`src/pkg/spm_cfg.svh`:
```
// Constants of the protection monitor: register offsets, field positions,
// reset values and timing counts. Definitions only.
`ifndef SPM_CFG_SVH
`define SPM_CFG_SVH
// ----------------------------------------------------------------------
// Register byte offsets
// ----------------------------------------------------------------------
`define SPM_OFF_CTRL 8'h00
`define SPM_OFF_FWD_LIM 8'h04
`define SPM_OFF_RFL_LIM 8'h08
`define SPM_OFF_GRACE 8'h0c
`define SPM_OFF_ENABLE 8'h10
`define SPM_OFF_EN_SEL 8'h14
`define SPM_OFF_EN_LEGACY 8'h18
`define SPM_OFF_STATUS 8'h1c
`define SPM_OFF_CLEAR 8'h20
`define SPM_OFF_IRQ_EN 8'h24
`define SPM_OFF_SETPOINT 8'h28
`define SPM_OFF_LIVE 8'h2c
// ----------------------------------------------------------------------
// Field positions
// ----------------------------------------------------------------------
`define SPM_CTRL_RF_REQ 0
`define SPM_CTRL_AUTOGAIN 1
`define SPM_TYPE_TEMP 0
`define SPM_TYPE_WDOG 1
`define SPM_TYPE_RFL 2
`define SPM_TYPE_DISS 4
`define SPM_TYPE_FWD 9
`define SPM_ST_FWD_WRN 0
`define SPM_ST_FWD_SHD 1
`define SPM_ST_RFL_WRN 2
`define SPM_ST_RFL_SHD 3
`define SPM_ST_TMP_WRN 4
`define SPM_ST_TMP_SHD 5
`define SPM_ST_DIS_WRN 6
`define SPM_ST_DIS_SHD 7
`define SPM_ST_SHD_MASK 8'haa
// ----------------------------------------------------------------------
// Reset values (levels in hundredths of a dBm)
// ----------------------------------------------------------------------
`define SPM_RST_FWD_HIGH 16'h1284
`define SPM_RST_FWD_SHD 16'h12cf
`define SPM_RST_RFL_HIGH 16'h1275
`define SPM_RST_RFL_SHD 16'h1284
`define SPM_RST_ENABLE 10'h087
`define SPM_RST_GRACE 16'h0000
// ----------------------------------------------------------------------
// Timing
// ----------------------------------------------------------------------
`define SPM_CLK_HZ 50000000
`define SPM_MS_PER_S 1000
`define SPM_MS_CYC (`SPM_CLK_HZ / `SPM_MS_PER_S)
`endif

```
`src/pkg/spm_pkg.sv`:
```
// Types shared by the protection monitor files.
// Assumes the constants header is compiled alongside.
package spm_pkg;
    // A pair of levels, warning and shutdown
    typedef struct packed {
        logic [15:0] shd;
        logic [15:0] high;
    } spm_lim_s;
    // Level flags from the temperature and dissipation measurement logic
    typedef struct packed {
        logic diss_sd;
        logic diss_hi;
        logic temp_sd;
        logic temp_hi;
    } spm_ext_s;
    typedef logic [9:0] spm_en_t;
endpackage

```
`src/core/spm_grace.sv`:
```
// Persistence filter: passes a violation only after it has lasted longer
// than a grace period counted in millisecond ticks.
// Assumes tick_i is a one-cycle pulse from the same clock.
`timescale 1ns/100ps
module spm_grace (
    // Clock and control
    input wire logic mclk_i,
    input wire logic rstn_i,
    input wire logic ce_i,
    input wire logic tick_i,
    // Violation in, period, filtered out
    input wire logic viol_i,
    input wire logic [15:0] grace_i,
    output logic hit_o
);
    logic [15:0] cnt_r;
    logic [15:0] cnt_nxt;
    logic hit_nxt;

    // Any break restarts timing; count saturates
    // restart on break
    assign cnt_nxt = !viol_i ? 16'h0000 : (tick_i && cnt_r != 16'hffff) ? cnt_r + 16'h0001 : cnt_r;
    assign hit_nxt = viol_i && (grace_i == 16'h0000 || cnt_r > grace_i);

    // Counter and filtered flag
    always_ff @(posedge mclk_i) begin
        if (!rstn_i) begin
            cnt_r <= 16'h0000;
            hit_o <= 1'b0;
        end else if (ce_i) begin
            cnt_r <= cnt_nxt;
            hit_o <= hit_nxt;
        end
    end
endmodule // spm_grace

```
`src/core/spm_monitor.sv`:
```
// Safe-operating-area protection monitor with an AXI4-Lite register slave.
// Assumes readings and level flags come from logic on mclk_i.
//
// Operation
// Forward above high: warn, RF stays
// Forward above shutdown: error, RF off
// Forward limits readable, high then shutdown
// Disabled protection type takes no action
// Type codes 0-9, enable 0/1
// Watchdog enable writes ignored, always on
// Per-type query returns type and enable
// Legacy readout gives types 0-7
// Legacy watchdog field always zero
// Temperature, reflection, current enabled by default
// Grace timer filters persistent violations only; forward violations bypass the grace timer
// Grace period in ms, write answered OK
// Reflection above high: warn, throttle
// Reflection above shutdown: error, RF off
// Autogain regulates reflected to high limit
// Reflection limits readable, high then shutdown
// Any enabled shutdown disables RF
// Status sticky until error clear
// Strictly greater than level violates
`timescale 1ns/100ps
`include "spm_cfg.svh"
module spm_monitor #(
    parameter int unsigned MS_CYC = `SPM_MS_CYC
) (
    // Clock, reset, enable
    input wire logic mclk_i,
    input wire logic rstn_i,
    input wire logic ce_i,
    // AXI4-Lite write
    input wire logic [7:0] s_axi_awaddr_i,
    input wire logic s_axi_awvalid_i,
    output logic s_axi_awready_o,
    input wire logic [31:0] s_axi_wdata_i,
    input wire logic [3:0] s_axi_wstrb_i,
    input wire logic s_axi_wvalid_i,
    output logic s_axi_wready_o,
    output logic [1:0] s_axi_bresp_o,
    output logic s_axi_bvalid_o,
    input wire logic s_axi_bready_i,
    // AXI4-Lite read
    input wire logic [7:0] s_axi_araddr_i,
    input wire logic s_axi_arvalid_i,
    output logic s_axi_arready_o,
    output logic [31:0] s_axi_rdata_o,
    output logic [1:0] s_axi_rresp_o,
    output logic s_axi_rvalid_o,
    input wire logic s_axi_rready_i,
    // Measurements
    input wire logic [15:0] fwd_pwr_i,
    input wire logic [15:0] rfl_pwr_i,
    input wire spm_pkg::spm_ext_s ext_i,
    // RF control, auto-gain and interrupt
    output logic rf_en_o,
    output logic agc_fb_rfl_o,
    output logic [15:0] agc_ref_o,
    output logic irq_o
);
    // ------------------------------------------------------------------
    // Decode helpers
    // ------------------------------------------------------------------
    function automatic logic hit(input logic [7:0] a, input logic [7:0] off);
        hit = (a[7:2] == off[7:2]);
    endfunction

    function automatic logic [31:0] merge(input logic [31:0] o, input logic [31:0] n, input logic [3:0] s);
        for (int i = 0; i < 4; i++) begin
            merge[i*8 +: 8] = s[i] ? n[i*8 +: 8] : o[i*8 +: 8];
        end
    endfunction

    // ------------------------------------------------------------------
    // Registers
    // ------------------------------------------------------------------
    logic [1:0] ctrl_r;
    spm_pkg::spm_lim_s fwd_lim_r;
    spm_pkg::spm_lim_s rfl_lim_r;
    logic [15:0] grace_r;
    spm_pkg::spm_en_t en_r;
    logic [3:0] sel_r;
    logic [7:0] stat_r;
    logic [7:0] ie_r;
    logic [15:0] setp_r;
    logic [31:0] ms_cnt_r;
    logic tick_r;

    // AXI state
    logic aw_hold_r;
    logic w_hold_r;
    logic [7:0] awaddr_r;
    logic [31:0] wdata_r;
    logic [3:0] wstrb_r;

    // ------------------------------------------------------------------
    // Write channel
    // ------------------------------------------------------------------
    wire aw_hs = s_axi_awvalid_i && s_axi_awready_o;
    wire w_hs = s_axi_wvalid_i && s_axi_wready_o;
    wire aw_have = aw_hold_r || aw_hs;
    wire w_have = w_hold_r || w_hs;
    wire do_wr = aw_have && w_have && !s_axi_bvalid_o;
    wire [7:0] wa = aw_hold_r ? awaddr_r : s_axi_awaddr_i;
    wire [31:0] wd = w_hold_r ? wdata_r : s_axi_wdata_i;
    wire [3:0] ws = w_hold_r ? wstrb_r : s_axi_wstrb_i;
    wire aw_hold_nxt = aw_have && !do_wr;
    wire w_hold_nxt = w_have && !do_wr;
    wire bvalid_nxt = do_wr || (s_axi_bvalid_o && !s_axi_bready_i);

    // Per-register write strobes
    wire wr_ctrl = do_wr && hit(wa, `SPM_OFF_CTRL);
    wire wr_fwd = do_wr && hit(wa, `SPM_OFF_FWD_LIM);
    wire wr_rfl = do_wr && hit(wa, `SPM_OFF_RFL_LIM);
    wire wr_grace = do_wr && hit(wa, `SPM_OFF_GRACE);
    wire wr_en = do_wr && hit(wa, `SPM_OFF_ENABLE);
    wire wr_sel = do_wr && hit(wa, `SPM_OFF_EN_SEL);
    wire wr_clr = do_wr && hit(wa, `SPM_OFF_CLEAR);
    wire wr_ie = do_wr && hit(wa, `SPM_OFF_IRQ_EN);
    wire wr_setp = do_wr && hit(wa, `SPM_OFF_SETPOINT);
    wire wa_ok = wr_ctrl || wr_fwd || wr_rfl || wr_grace || wr_en || wr_sel || wr_clr || wr_ie || wr_setp;

    // Merged word for each write
    wire [31:0] m_ctrl = merge({30'h0, ctrl_r}, wd, ws);
    wire [31:0] m_fwd = merge(fwd_lim_r, wd, ws);
    wire [31:0] m_rfl = merge(rfl_lim_r, wd, ws);
    wire [31:0] m_grace = merge({16'h0, grace_r}, wd, ws);
    wire [31:0] m_en = merge({22'h0, en_r}, wd, ws);
    wire [31:0] m_sel = merge({28'h0, sel_r}, wd, ws);
    wire [31:0] m_ie = merge({24'h0, ie_r}, wd, ws);
    wire [31:0] m_setp = merge({16'h0, setp_r}, wd, ws);
    wire [7:0] clr_bits = wr_clr ? (wd[7:0] & {8{ws[0]}}) : 8'h00;

    // Enable write, the watchdog bit stays on whatever is written
    // watchdog forced on
    wire [9:0] en_wr = m_en[9:0] | (10'h001 << `SPM_TYPE_WDOG);

    // Handshake state; ready drops while a half-write waits
    always_ff @(posedge mclk_i) begin
        if (!rstn_i) begin
            aw_hold_r <= 1'b0;
            w_hold_r <= 1'b0;
            s_axi_awready_o <= 1'b0;
            s_axi_wready_o <= 1'b0;
            s_axi_bvalid_o <= 1'b0;
            s_axi_bresp_o <= 2'h0;
        end else if (ce_i) begin
            aw_hold_r <= aw_hold_nxt;
            w_hold_r <= w_hold_nxt;
            s_axi_awready_o <= !aw_hold_nxt;
            s_axi_wready_o <= !w_hold_nxt;
            s_axi_bvalid_o <= bvalid_nxt;
            // OKAY acknowledges write
            if (do_wr) begin
                s_axi_bresp_o <= wa_ok ? 2'h0 : 2'h2;
            end
        end
    end

    // Latched halves of a write
    always_ff @(posedge mclk_i) begin
        if (!rstn_i) begin
            awaddr_r <= 8'h00;
            wdata_r <= 32'h0000_0000;
            wstrb_r <= 4'h0;
        end else if (ce_i) begin
            if (aw_hs) begin
                awaddr_r <= s_axi_awaddr_i;
            end
            if (w_hs) begin
                wdata_r <= s_axi_wdata_i;
                wstrb_r <= s_axi_wstrb_i;
            end
        end
    end

    // ------------------------------------------------------------------
    // Configuration registers
    // ------------------------------------------------------------------
    // default enables
    always_ff @(posedge mclk_i) begin
        if (!rstn_i) begin
            ctrl_r <= 2'h0;
            fwd_lim_r <= {`SPM_RST_FWD_SHD, `SPM_RST_FWD_HIGH};
            rfl_lim_r <= {`SPM_RST_RFL_SHD, `SPM_RST_RFL_HIGH};
            grace_r <= `SPM_RST_GRACE;
            en_r <= `SPM_RST_ENABLE;
            sel_r <= 4'h0;
            ie_r <= 8'h00;
            setp_r <= 16'h0000;
        end else if (ce_i) begin
            if (wr_ctrl) ctrl_r <= m_ctrl[1:0];
            if (wr_fwd) fwd_lim_r <= m_fwd;
            if (wr_rfl) rfl_lim_r <= m_rfl;
            if (wr_grace) grace_r <= m_grace[15:0];
            if (wr_en) en_r <= en_wr;
            if (wr_sel) sel_r <= m_sel[3:0];
            if (wr_ie) ie_r <= m_ie[7:0];
            if (wr_setp) setp_r <= m_setp[15:0];
        end
    end

    // ------------------------------------------------------------------
    // Millisecond tick for the grace timers
    // ------------------------------------------------------------------
    // One shared prescaler keeps the per-violation timers small
    always_ff @(posedge mclk_i) begin
        if (!rstn_i) begin
            ms_cnt_r <= 32'h0000_0000;
            tick_r <= 1'b0;
        end else if (ce_i) begin
            tick_r <= (ms_cnt_r == 32'(MS_CYC - 1));
            ms_cnt_r <= (ms_cnt_r == 32'(MS_CYC - 1)) ? 32'h0000_0000 : ms_cnt_r + 32'h0000_0001;
        end
    end

    // ------------------------------------------------------------------
    // Violation detection
    // ------------------------------------------------------------------
    // strict greater-than compares
    wire fwd_hi = fwd_pwr_i > fwd_lim_r.high;
    wire fwd_sd = fwd_pwr_i > fwd_lim_r.shd;
    wire rfl_hi = rfl_pwr_i > rfl_lim_r.high;
    wire rfl_sd = rfl_pwr_i > rfl_lim_r.shd;

    // enable gates raw violations
    wire [5:0] raw = {ext_i.diss_sd & en_r[`SPM_TYPE_DISS], ext_i.diss_hi & en_r[`SPM_TYPE_DISS],
                      ext_i.temp_sd & en_r[`SPM_TYPE_TEMP], ext_i.temp_hi & en_r[`SPM_TYPE_TEMP],
                      rfl_sd & en_r[`SPM_TYPE_RFL], rfl_hi & en_r[`SPM_TYPE_RFL]};
    logic [5:0] held;

    // grace filter per reflection, temperature and dissipation violation
    genvar g;
    generate
        for (g = 0; g < 6; g++) begin : gen_grace
            spm_grace u_grace (
                .mclk_i(mclk_i),
                .rstn_i(rstn_i),
                .ce_i(ce_i),
                .tick_i(tick_r),
                .viol_i(raw[g]),
                .grace_i(grace_r),
                .hit_o(held[g])
            );
        end
    endgenerate

    // Events; a warning is raised only while the matching shutdown event is not
    logic [7:0] ev;
    always_comb begin
        ev = 8'h00;
        // forward warning
        ev[`SPM_ST_FWD_WRN] = en_r[`SPM_TYPE_FWD] && fwd_hi && !fwd_sd;
        // forward shutdown
        ev[`SPM_ST_FWD_SHD] = en_r[`SPM_TYPE_FWD] && fwd_sd;
        // reflection warning
        ev[`SPM_ST_RFL_WRN] = held[0] && !held[1];
        // reflection shutdown
        ev[`SPM_ST_RFL_SHD] = held[1];
        ev[`SPM_ST_TMP_WRN] = held[2] && !held[3];
        ev[`SPM_ST_TMP_SHD] = held[3];
        ev[`SPM_ST_DIS_WRN] = held[4] && !held[5];
        ev[`SPM_ST_DIS_SHD] = held[5];
    end

    // sticky until clear, set wins
    wire [7:0] stat_nxt = (stat_r & ~clr_bits) | ev;
    // any shutdown blocks RF
    wire rf_nxt = ctrl_r[`SPM_CTRL_RF_REQ] && ((stat_nxt & `SPM_ST_SHD_MASK) == 8'h00);
    // reflected feedback while above high
    wire thr_nxt = ctrl_r[`SPM_CTRL_AUTOGAIN] && en_r[`SPM_TYPE_RFL] && rfl_hi;

    // Status, RF gate, auto-gain target and interrupt
    always_ff @(posedge mclk_i) begin
        if (!rstn_i) begin
            stat_r <= 8'h00;
            rf_en_o <= 1'b0;
            agc_fb_rfl_o <= 1'b0;
            agc_ref_o <= 16'h0000;
            irq_o <= 1'b0;
        end else if (ce_i) begin
            stat_r <= stat_nxt;
            rf_en_o <= rf_nxt;
            agc_fb_rfl_o <= thr_nxt;
            agc_ref_o <= thr_nxt ? rfl_lim_r.high : setp_r;
            irq_o <= (stat_nxt & ie_r) != 8'h00;
        end
    end

    // ------------------------------------------------------------------
    // Read channel
    // ------------------------------------------------------------------
    wire ar_hs = s_axi_arvalid_i && s_axi_arready_o;
    wire [7:0] ra = s_axi_araddr_i;
    // legacy watchdog field zero
    wire [7:0] legacy = en_r[7:0] & ~(8'h01 << `SPM_TYPE_WDOG);
    // codes above 9 read off
    // selected type enable
    wire sel_en = (sel_r <= 4'h9) ? en_r[sel_r] : 1'b0;
    wire ra_ok = hit(ra, `SPM_OFF_CTRL) || hit(ra, `SPM_OFF_FWD_LIM) || hit(ra, `SPM_OFF_RFL_LIM)
                 || hit(ra, `SPM_OFF_GRACE) || hit(ra, `SPM_OFF_ENABLE) || hit(ra, `SPM_OFF_EN_SEL)
                 || hit(ra, `SPM_OFF_EN_LEGACY) || hit(ra, `SPM_OFF_STATUS) || hit(ra, `SPM_OFF_CLEAR)
                 || hit(ra, `SPM_OFF_IRQ_EN) || hit(ra, `SPM_OFF_SETPOINT) || hit(ra, `SPM_OFF_LIVE);

    // forward limits word; R16 - reflection limits word; R8 - legacy byte
    logic [31:0] rd;
    always_comb begin
        rd = 32'h0000_0000;
        if (hit(ra, `SPM_OFF_CTRL)) rd = {30'h0, ctrl_r};
        if (hit(ra, `SPM_OFF_FWD_LIM)) rd = fwd_lim_r;
        if (hit(ra, `SPM_OFF_RFL_LIM)) rd = rfl_lim_r;
        if (hit(ra, `SPM_OFF_GRACE)) rd = {16'h0, grace_r};
        if (hit(ra, `SPM_OFF_ENABLE)) rd = {22'h0, en_r};
        if (hit(ra, `SPM_OFF_EN_SEL)) rd = {23'h0, sel_en, 4'h0, sel_r};
        if (hit(ra, `SPM_OFF_EN_LEGACY)) rd = {24'h0, legacy};
        if (hit(ra, `SPM_OFF_STATUS)) rd = {24'h0, stat_r};
        if (hit(ra, `SPM_OFF_IRQ_EN)) rd = {24'h0, ie_r};
        if (hit(ra, `SPM_OFF_SETPOINT)) rd = {16'h0, setp_r};
        if (hit(ra, `SPM_OFF_LIVE)) rd = {29'h0, irq_o, agc_fb_rfl_o, rf_en_o};
    end

    wire rvalid_nxt = ar_hs || (s_axi_rvalid_o && !s_axi_rready_i);

    // Read data is captured once and held until taken
    always_ff @(posedge mclk_i) begin
        if (!rstn_i) begin
            s_axi_arready_o <= 1'b0;
            s_axi_rvalid_o <= 1'b0;
            s_axi_rdata_o <= 32'h0000_0000;
            s_axi_rresp_o <= 2'h0;
        end else if (ce_i) begin
            s_axi_arready_o <= !rvalid_nxt;
            s_axi_rvalid_o <= rvalid_nxt;
            if (ar_hs) begin
                s_axi_rdata_o <= rd;
                s_axi_rresp_o <= ra_ok ? 2'h0 : 2'h2;
            end
        end
    end
endmodule // spm_monitor

```
`config.mk`:
```
export PLATFORM = sky130hd
export DESIGN_NAME = spm_monitor
export DESIGN_NICKNAME = d
export VERILOG_FILES = /design/src/pkg/spm_pkg.sv /design/src/core/spm_grace.sv /design/src/core/spm_monitor.sv
export VERILOG_INCLUDE_DIRS = /design/src /design/src/pkg
export SDC_FILE = /design/constraint.sdc
export NUM_CORES = 1
export LEC_CHECK = 0
export BUFFER_PORTS_ARGS = -buffer_cell sky130_fd_sc_hd__buf_4
export CELL_PAD_IN_SITES_DETAIL_PLACEMENT = 0
export CELL_PAD_IN_SITES_GLOBAL_PLACEMENT = 1
export CORE_AREA = 2 2 261 263
export CTS_BUF_LIST = sky130_fd_sc_hd__clkbuf_4 sky130_fd_sc_hd__clkbuf_8 sky130_fd_sc_hd__clkbuf_16
export DETAILED_ROUTE_END_ITERATION = 12
export DIE_AREA = 0 0 263 265
export HOLD_SLACK_MARGIN = 0.03
export PLACE_DENSITY_LB_ADDON = 0.3
export SYNTH_ARGS = -nofsm -noshare
export SYNTH_HDL_FRONTEND = slang
export SYNTH_SLANG_ARGS = --single-unit
```
`constraint.sdc`:
```
create_clock -name mclk_i -period 5.25 [get_ports mclk_i]
set_input_delay 0.2625 -clock mclk_i [delete_from_list [all_inputs] [get_ports mclk_i]]
set_output_delay 0.2625 -clock mclk_i [all_outputs]
set_load 0.01 [all_outputs]
```
==> flow_summary_export.csv, run 1 <==
group,metric,value,unit
power_and_ir_drop,clockPowerShare,0.495,
timing,setup_viol,0,
detailed_routing,met2_wirelength,33000,um
timing,relSlewSlack,0.1837,
floorplanning,initial_utilization,0.2968,
timing,min_period_over_period,0.7395,
power_and_ir_drop,leakage,8.811,nW
setup_path,critical_path.top_delay_family,"compound AO/OA/AOI/OAI gates",
power_and_ir_drop,comb_power_share,0.075,
detailed_routing,ant_nets,0,
place,port_buffers,149,
setup_path,slowest_stage,"and2_1",
setup_path,startpoint_type,"flip-flop",
setup_path,worstSetupPathType,"reg -> reg",
clock_tree,htree_levels,2,
detailed_routing,dr.first_iter.drc_count,1434,
setup_path,cp_slowest_stage_delay,950,ps
clock_tree,cts.clk_slew.worst_paths,60,ps
layout,area_delta_synth_final,20.28,%
layout,nNetsFinal,2838,
detailed_routing,wl_met3,3044,um
power_and_ir_drop,p_int,4.914,mW
clock_tree,clockBufferDepth,3,
timing,finalHoldViolations,0,
setup_path,end_kind,"flip-flop",
grt,grt_pass1_vias,18100,
timing,max_slew.worst_pin.slew,1216,ps
grt,grt_max_degree,90,
clock_tree,postCtsSetupRepairBufs,0,
layout,instances_no_fill,3482,
detailed_routing,wl_per_cell,20.49,um
power_and_ir_drop,switching_share,0.2523,
grt,grt_antenna_before_repair,0,
setup_path,crit_required,5670,ps
grt,overflow,0,
status,run_status,"finished, final reports clean",
clock_tree,cts_tree,"built",
layout,antennaDiodeCount,0,
timing,maxSlewViolCount,0,
floorplanning,dieArea,69700,sq um
floorplanning,die_width,263,um
power_and_ir_drop,total_power,6.572,mW
timing,rsz0062_at_grt,"no",
power_and_ir_drop,p_sw,1.658,mW
grt,grt_usage,0.2022,
timing,tns,0,ps
layout,drive_above_1_share,0.1142,
floorplanning,die_y,265,um
detailed_routing,drt-met1-wl,32230,um
run,cap_violations,0,
floorplanning,num_rows,95,
power_and_ir_drop,seqPwrFrac,0.430,
floorplanning,fp.coreArea,66800,sq um
detailed_routing,wirelength,71350,um
synth,ys_ff_latch,364,
clock_tree,root_buffer,"clkbuf_16",
place,dp.cells,3352,
timing,skew,44.99,ps
timing,max_freq,0.2576,GHz
power_and_ir_drop,p_per_area,275.6,nW/um^2
clock_tree,cts_sinks,364,
power_and_ir_drop,ir_drop,182.9,uV
detailed_routing,drc,0,
hold_path,worstHoldPathType,"in -> reg",
layout,n_fill_cell,6924,
synth,ys_types,78,
synth,synth-edff-count,0,
place,dp_hpwl,52020,um
layout,fin_util,0.3570,
synth,ys_warn_count,0,
synth,synthArstFlopShare,0,
detailed_routing,routed_via_density,5.277,
synth,ys_seq_area_frac,0.3676,
setup_path,path_cells,"inv_1, ha_1, nor2b_1, o211ai_1, a2111o_1, a41oi_1, and2_1, mux2i_1, a21oi_1",
timing,hold_slack,61.33,ps
place,place_congestion,0.8575,
synth,syn_inst,2411,
setup_path,crit_arrival,4310,ps
clock_tree,clk_latency,600,ps
synth,avgSynthCellArea,8.223,sq um
detailed_routing,top_layer,"met4",
setup_path,cp_max_fo,17,
clock_tree,cts_buffers,46,
floorplanning,ioPinCount,156,
grt,grt_pass1_wl,109800,um
setup_path,crit_buf_inv,1,
synth,ys_dominant_reg_cell,"dfxtp_1",
synth,syn_area,19830,sq um
detailed_routing,drt-pass1-iter-count,5,
timing,finalCriticalPeriod,3882,ps
detailed_routing,vias,18370,
-- layout by cell type (no fill, tap or decap), drive strengths merged, types with 12 or more instances in the layout --
cell type,instances
nor2,335
and4,13
mux2i,64
a21o,18
o21ai,115
nand2b,12
nor4,21
clkinv,14
nor2b,23
dlygate4sd3,48
o211ai,25
nand3,62
nor3,50
buf,174
nand2,239
dfxtp,364
nand4,73
a31oi,16
clkbuf,62
xor2,52
a21oi,176
a211oi,114
and3,25
inv,111
mux2,14
a22oi,29
xnor2,48
o21a,18
or3,16
ha,167
-- layer usage --
layer,up-vias,GRT usage
li1,9007,-
met5,-,0
met2,445,0.3367
met1,8797,0.2651
met4,0,0.08386
met3,125,0.02415
-- flip-flops by register name, summed over array words and instances (netlist names), 2 cells and up --
register / count
s_axi_rdata_o: 32
setp_r: 16
ms_cnt_r: 32
fwd_lim_r: 32
stat_r: 8
ctrl_r: 2
awaddr_r: 6
agc_ref_o: 16
wdata_r: 32
grace_r: 16
sel_r: 4
wstrb_r: 4
rfl_lim_r: 32
en_r: 9
gen_grace.u_grace.cnt_r: 96
ie_r: 8
gen_grace.u_grace.hit_o: 6
-- layout make-up --
cell class                      count  area (sq um)  share of cell area
Clock buffer                       62          1290             0.05410
Clock inverter                     20         255.2             0.01070
Inverter                          109         414.1             0.01737
Multi-Input combinational cell   1832         11720              0.4914
Sequential cell                   364          7288              0.3056
Tap cell                          873          1092             0.04581
Timing Repair Buffer              222          1787             0.07493
-- power by group through the flow --
stage	clock (mW)	combinational, mW	sequential [mW]
after floorplan	0	0.242	2.87
after global placement	0	0.456	2.89
after detailed placement	0	0.461	2.89
after CTS	3.33	0.492	2.83
after global routing	3.43	0.535	2.83
final	3.26	0.490	2.83
-- worst paths after layout --
kind | from | end | slack [ps] | cells after the start
min reg2reg | wstrb_r[2] | wstrb_r[2] | 450 | 2
max reg2reg | rfl_lim_r[1] | agc_ref_o[7] | 1370 | 9
min | s_axi_awaddr_i[2] | awaddr_r[2] | 60 | 5
max | rfl_lim_r[1] | agc_ref_o[7] | 1370 | 9
-- logic make-up (layout without fill, tap and decap cells) --
family | after synthesis | in the layout | share of synthesized area
and+or+nand+nor | 901 | 901 | 0.2100
AOI/OAI and AO/OA | 581 | 581 | 0.1867
DFF | 364 | 364 | 0.3676
buffers and inverters | 216 | 413 | 0.04228
adders and majority gates | 167 | 167 | 0.1054
xor gates and xnor gates | 100 | 100 | 0.04418
muxes | 81 | 81 | 0.04367
other | 1 | 2 | 0.0001892
-- cells in the mapped netlist (all sizes together) (10+ instances only) --
library cell	count	share of area
dfxtp	364	0.37
nor2	335	0.064
nand2	239	0.045
a21oi	176	0.045
ha	167	0.11
o21ai	115	0.029
a211oi	114	0.043
inv	109	0.021
clkbuf	75	0.014
nand4	73	0.023
mux2i	64	0.032
nand3	62	0.016
xor2	52	0.023
nor3	50	0.013
xnor2	48	0.021
buf	32	0.0074
a22oi	29	0.011
and3	25	0.0079
o211ai	25	0.0095
nor2b	23	0.0073
nor4	21	0.0066
a21o	18	0.0068
o21a	18	0.0068
a31oi	16	0.0050
or3	16	0.0050
mux2	14	0.0080
and4	13	0.0057
nand2b	12	0.0038
and2	11	0.0035
a221oi	10	0.0044
-- worst register-to-register path: stages (launching register included) --
cell and delay, ps:
dfxtp_1 470, inv_1 80, ha_1 290, nor2b_1 130
o211ai_1 120, a2111o_1 410, a41oi_1 870, and2_1 950
mux2i_1 290, a21oi_1 90
-- through the flow --
| step | cell area [sq um] | setup WS, ps |
|---|---|---|
| CTS | 23850 | 1414 |
| detailed placement | 21820 | 1468 |
| global placement | 21820 | 1453 |
| global route | 23850 | 1166 |
| finish | 23850 | 1368 |
| floorplan | 19830 | 2540 |
-- repair_timing --
item | 4_1_cts | 5_1_grt
hold endpoints to repair | 47 | 0
gates resized for setup | 0 | 0
hold buffers | 48 | 0
No activity file was read; power rests on OpenSTA's default activity.
==> inputs of run 2 (changes only) <==
==> constraint.sdc (replaced) <==
create_clock -name mclk_i -period 3.2 [get_ports mclk_i]
set_input_delay 0.16 -clock mclk_i [delete_from_list [all_inputs] [get_ports mclk_i]]
set_output_delay 0.16 -clock mclk_i [all_outputs]
set_load 0.01 [all_outputs]
==> run 2 against run 1 <==
  * Worst setup slack got worse by 1000 ps
  * First-iteration DRC count fell by 12%
  * Total power rose by 65%
  * Via count rose by 0.34%
  * Critical path depth fell by 2
  * Global-route usage fell by 0.12 points
  * Critical endpoint is now fwd_lim_r[23]
  * Largest cell class unchanged
==> flow_summary_export.csv, run 2 (synthesis gave the netlist of run 1 again) <==
group,metric,value,unit
grt,grt_antenna_before_repair,1,
setup_path,critical_path.top_delay_family,"simple AND/OR/NAND/NOR gates",
detailed_routing,wl_per_cell,20.32,um
clock_tree,cts.clk_slew.worst_paths,60,ps
setup_path,crit_arrival,3320,ps
clock_tree,cts_resized,0,
clock_tree,cts_sinks,364,
detailed_routing,wirelength,71660,um
clock_tree,cts_buffers,46,
clock_tree,htree_levels,2,
timing,setup_viol,0,
clock_tree,clockBufferDepth,3,
timing,relSlewSlack,0.2571,
run,cap_violations,0,
setup_path,slowest_stage,"or3_1",
grt,grt_pass1_wl,108600,um
grt,grt_usage,0.2011,
timing,max_freq,0.3481,GHz
clock_tree,cts_tree,"built",
timing,hold_slack,83.74,ps
grt,grt_max_degree,67,
setup_path,cp_max_fo,12,
detailed_routing,dr.first_iter.drc_count,1259,
power_and_ir_drop,p_per_area,448.6,nW/um^2
place,placed_area,22160,sq um
detailed_routing,ant_nets,0,
setup_path,cp_slowest_stage_delay,580,ps
setup_path,crit_buf_inv,1,
layout,regMostFlops,"gen_grace.u_grace.cnt_r",
timing,finalHoldViolations,0,
timing,min_period_over_period,0.8978,
timing,maxSlewViolCount,0,
place,port_buffers,149,
grt,grt_pass1_vias,17800,
setup_path,crit_path_start,"s_axi_awready_o",
place,dp.cells,3393,
layout,instances_no_fill,3526,
layout,drive_above_1_share,0.1266,
detailed_routing,drc,0,
detailed_routing,routed_via_density,5.229,
setup_path,r2r-start,"s_axi_awready_o",
status,run_status,"finished, final reports clean",
setup_path,startpoint_type,"flip-flop",
hold_path,hold_start,"rstn_i",
floorplanning,num_rows,95,
floorplanning,ioPinCount,156,
grt,overflow,0,
place,dp_hpwl,53220,um
floorplanning,die_width,263,um
layout,final_common_cell,"dfxtp_1",
power_and_ir_drop,leakage,9.035,nW
floorplanning,dieArea,69700,sq um
clock_tree,hold_buffers,53,
layout,area_delta_synth_final,22.27,%
setup_path,cp_common_cell,"or3_1",
timing,finalCriticalPeriod,2873,ps
floorplanning,fp.coreArea,66800,sq um
layout,largest_reg_flops,96,
timing,tns,0,ps
detailed_routing,vias,18440,
clock_tree,clk_latency,600,ps
timing,max_slew.worst_pin.slew,1110,ps
clock_tree,root_buffer,"clkbuf_16",
power_and_ir_drop,ir_drop,358.4,uV
setup_path,worstSetupPathType,"reg -> reg",
setup_path,crit_required,3640,ps
setup_path,end_kind,"flip-flop",
floorplanning,die_y,265,um
setup_path,path_cells,"a21oi_2, or3_1, or3_1, or2_2, nor2_2, buf_4, o211ai_1",
layout,nNetsFinal,2884,
detailed_routing,drt-pass1-iter-count,6,
layout,antennaDiodeCount,0,
timing,rsz0062_at_grt,"no",
clock_tree,postCtsSetupRepairBufs,0,
layout,fin_area,24240,sq um
hold_path,worstHoldPathType,"in -> reg",
timing,skew,35.76,ps
place,place_congestion,0.8854,
layout,final_cell_mix,"dfxtp_1 (363), nor2_1 (332), nand2_1 (239)",
floorplanning,initial_utilization,0.2968,
-- run 2: changes by cell type in the layout (fill, tap and decap cells not counted), sizes merged --
cell,before,now
clkinv,14,5
buf,174,215
clkbuf,62,65
dlygate4sd3,48,53
clkinvlp,0,4
-- run 2: tightest hold or removal path, stage by stage --
cell and delay [ps]:
buf_4 260, o21ai_0 140, a21oi_1 50
-- run 2: per-layer routing --
metal  vias up  wire, um  track usage  share of wire
li1       9091         -            -              -
met1      8801     32740       0.2675           0.46
met2       444     33470       0.3373           0.47
met3       100      3241      0.02490          0.045
met4         0      2199      0.06579          0.031
met5         -         0            0              0
-- run 2: final timing paths --
| path | to | slack [ps] | cells past startpoint |
|---|---|---|---|
| hold / removal | agc_ref_o[5] | 80 | 3 |
| hold reg to reg | wdata_r[10] | 450 | 2 |
| setup reg to reg | fwd_lim_r[23] | 330 | 7 |
| setup / recovery | fwd_lim_r[23] | 330 | 7 |
-- run 2: final cells by class --
cell class | instances | area [sq um]
multi-input combinational | 1832 | 11720
clock inverter | 15 | 217.7
sequential | 364 | 7288
tap | 873 | 1092
fill | 6916 | 42560
timing repair buffer | 268 | 2182
clock buffer | 65 | 1331
inverter | 109 | 414.1
-- run 2: stage by stage --
step | power, mW | setup slack [ps] | utilization
4_1_cts | 11.01 | 367.8 | 0.3629
2_1_floorplan | 5.114 | 490.1 | -
5_1_grt | 11.24 | 175.3 | 0.3629
3_5_place_dp | 5.521 | 381.3 | 0.3317
3_3_place_gp | 5.510 | 420.2 | 0.3317
6_report | 10.87 | 327.0 | 0.3629
-- run 2: power by group --
part | internal (mW) | total [mW] | switching, mW
Combinational | 0.326 | 0.839 | 0.513
Clock | 3.23 | 5.40 | 2.16
Sequential | 4.58 | 4.64 | 0.0582
Total | 8.14 | 10.9 | 2.73
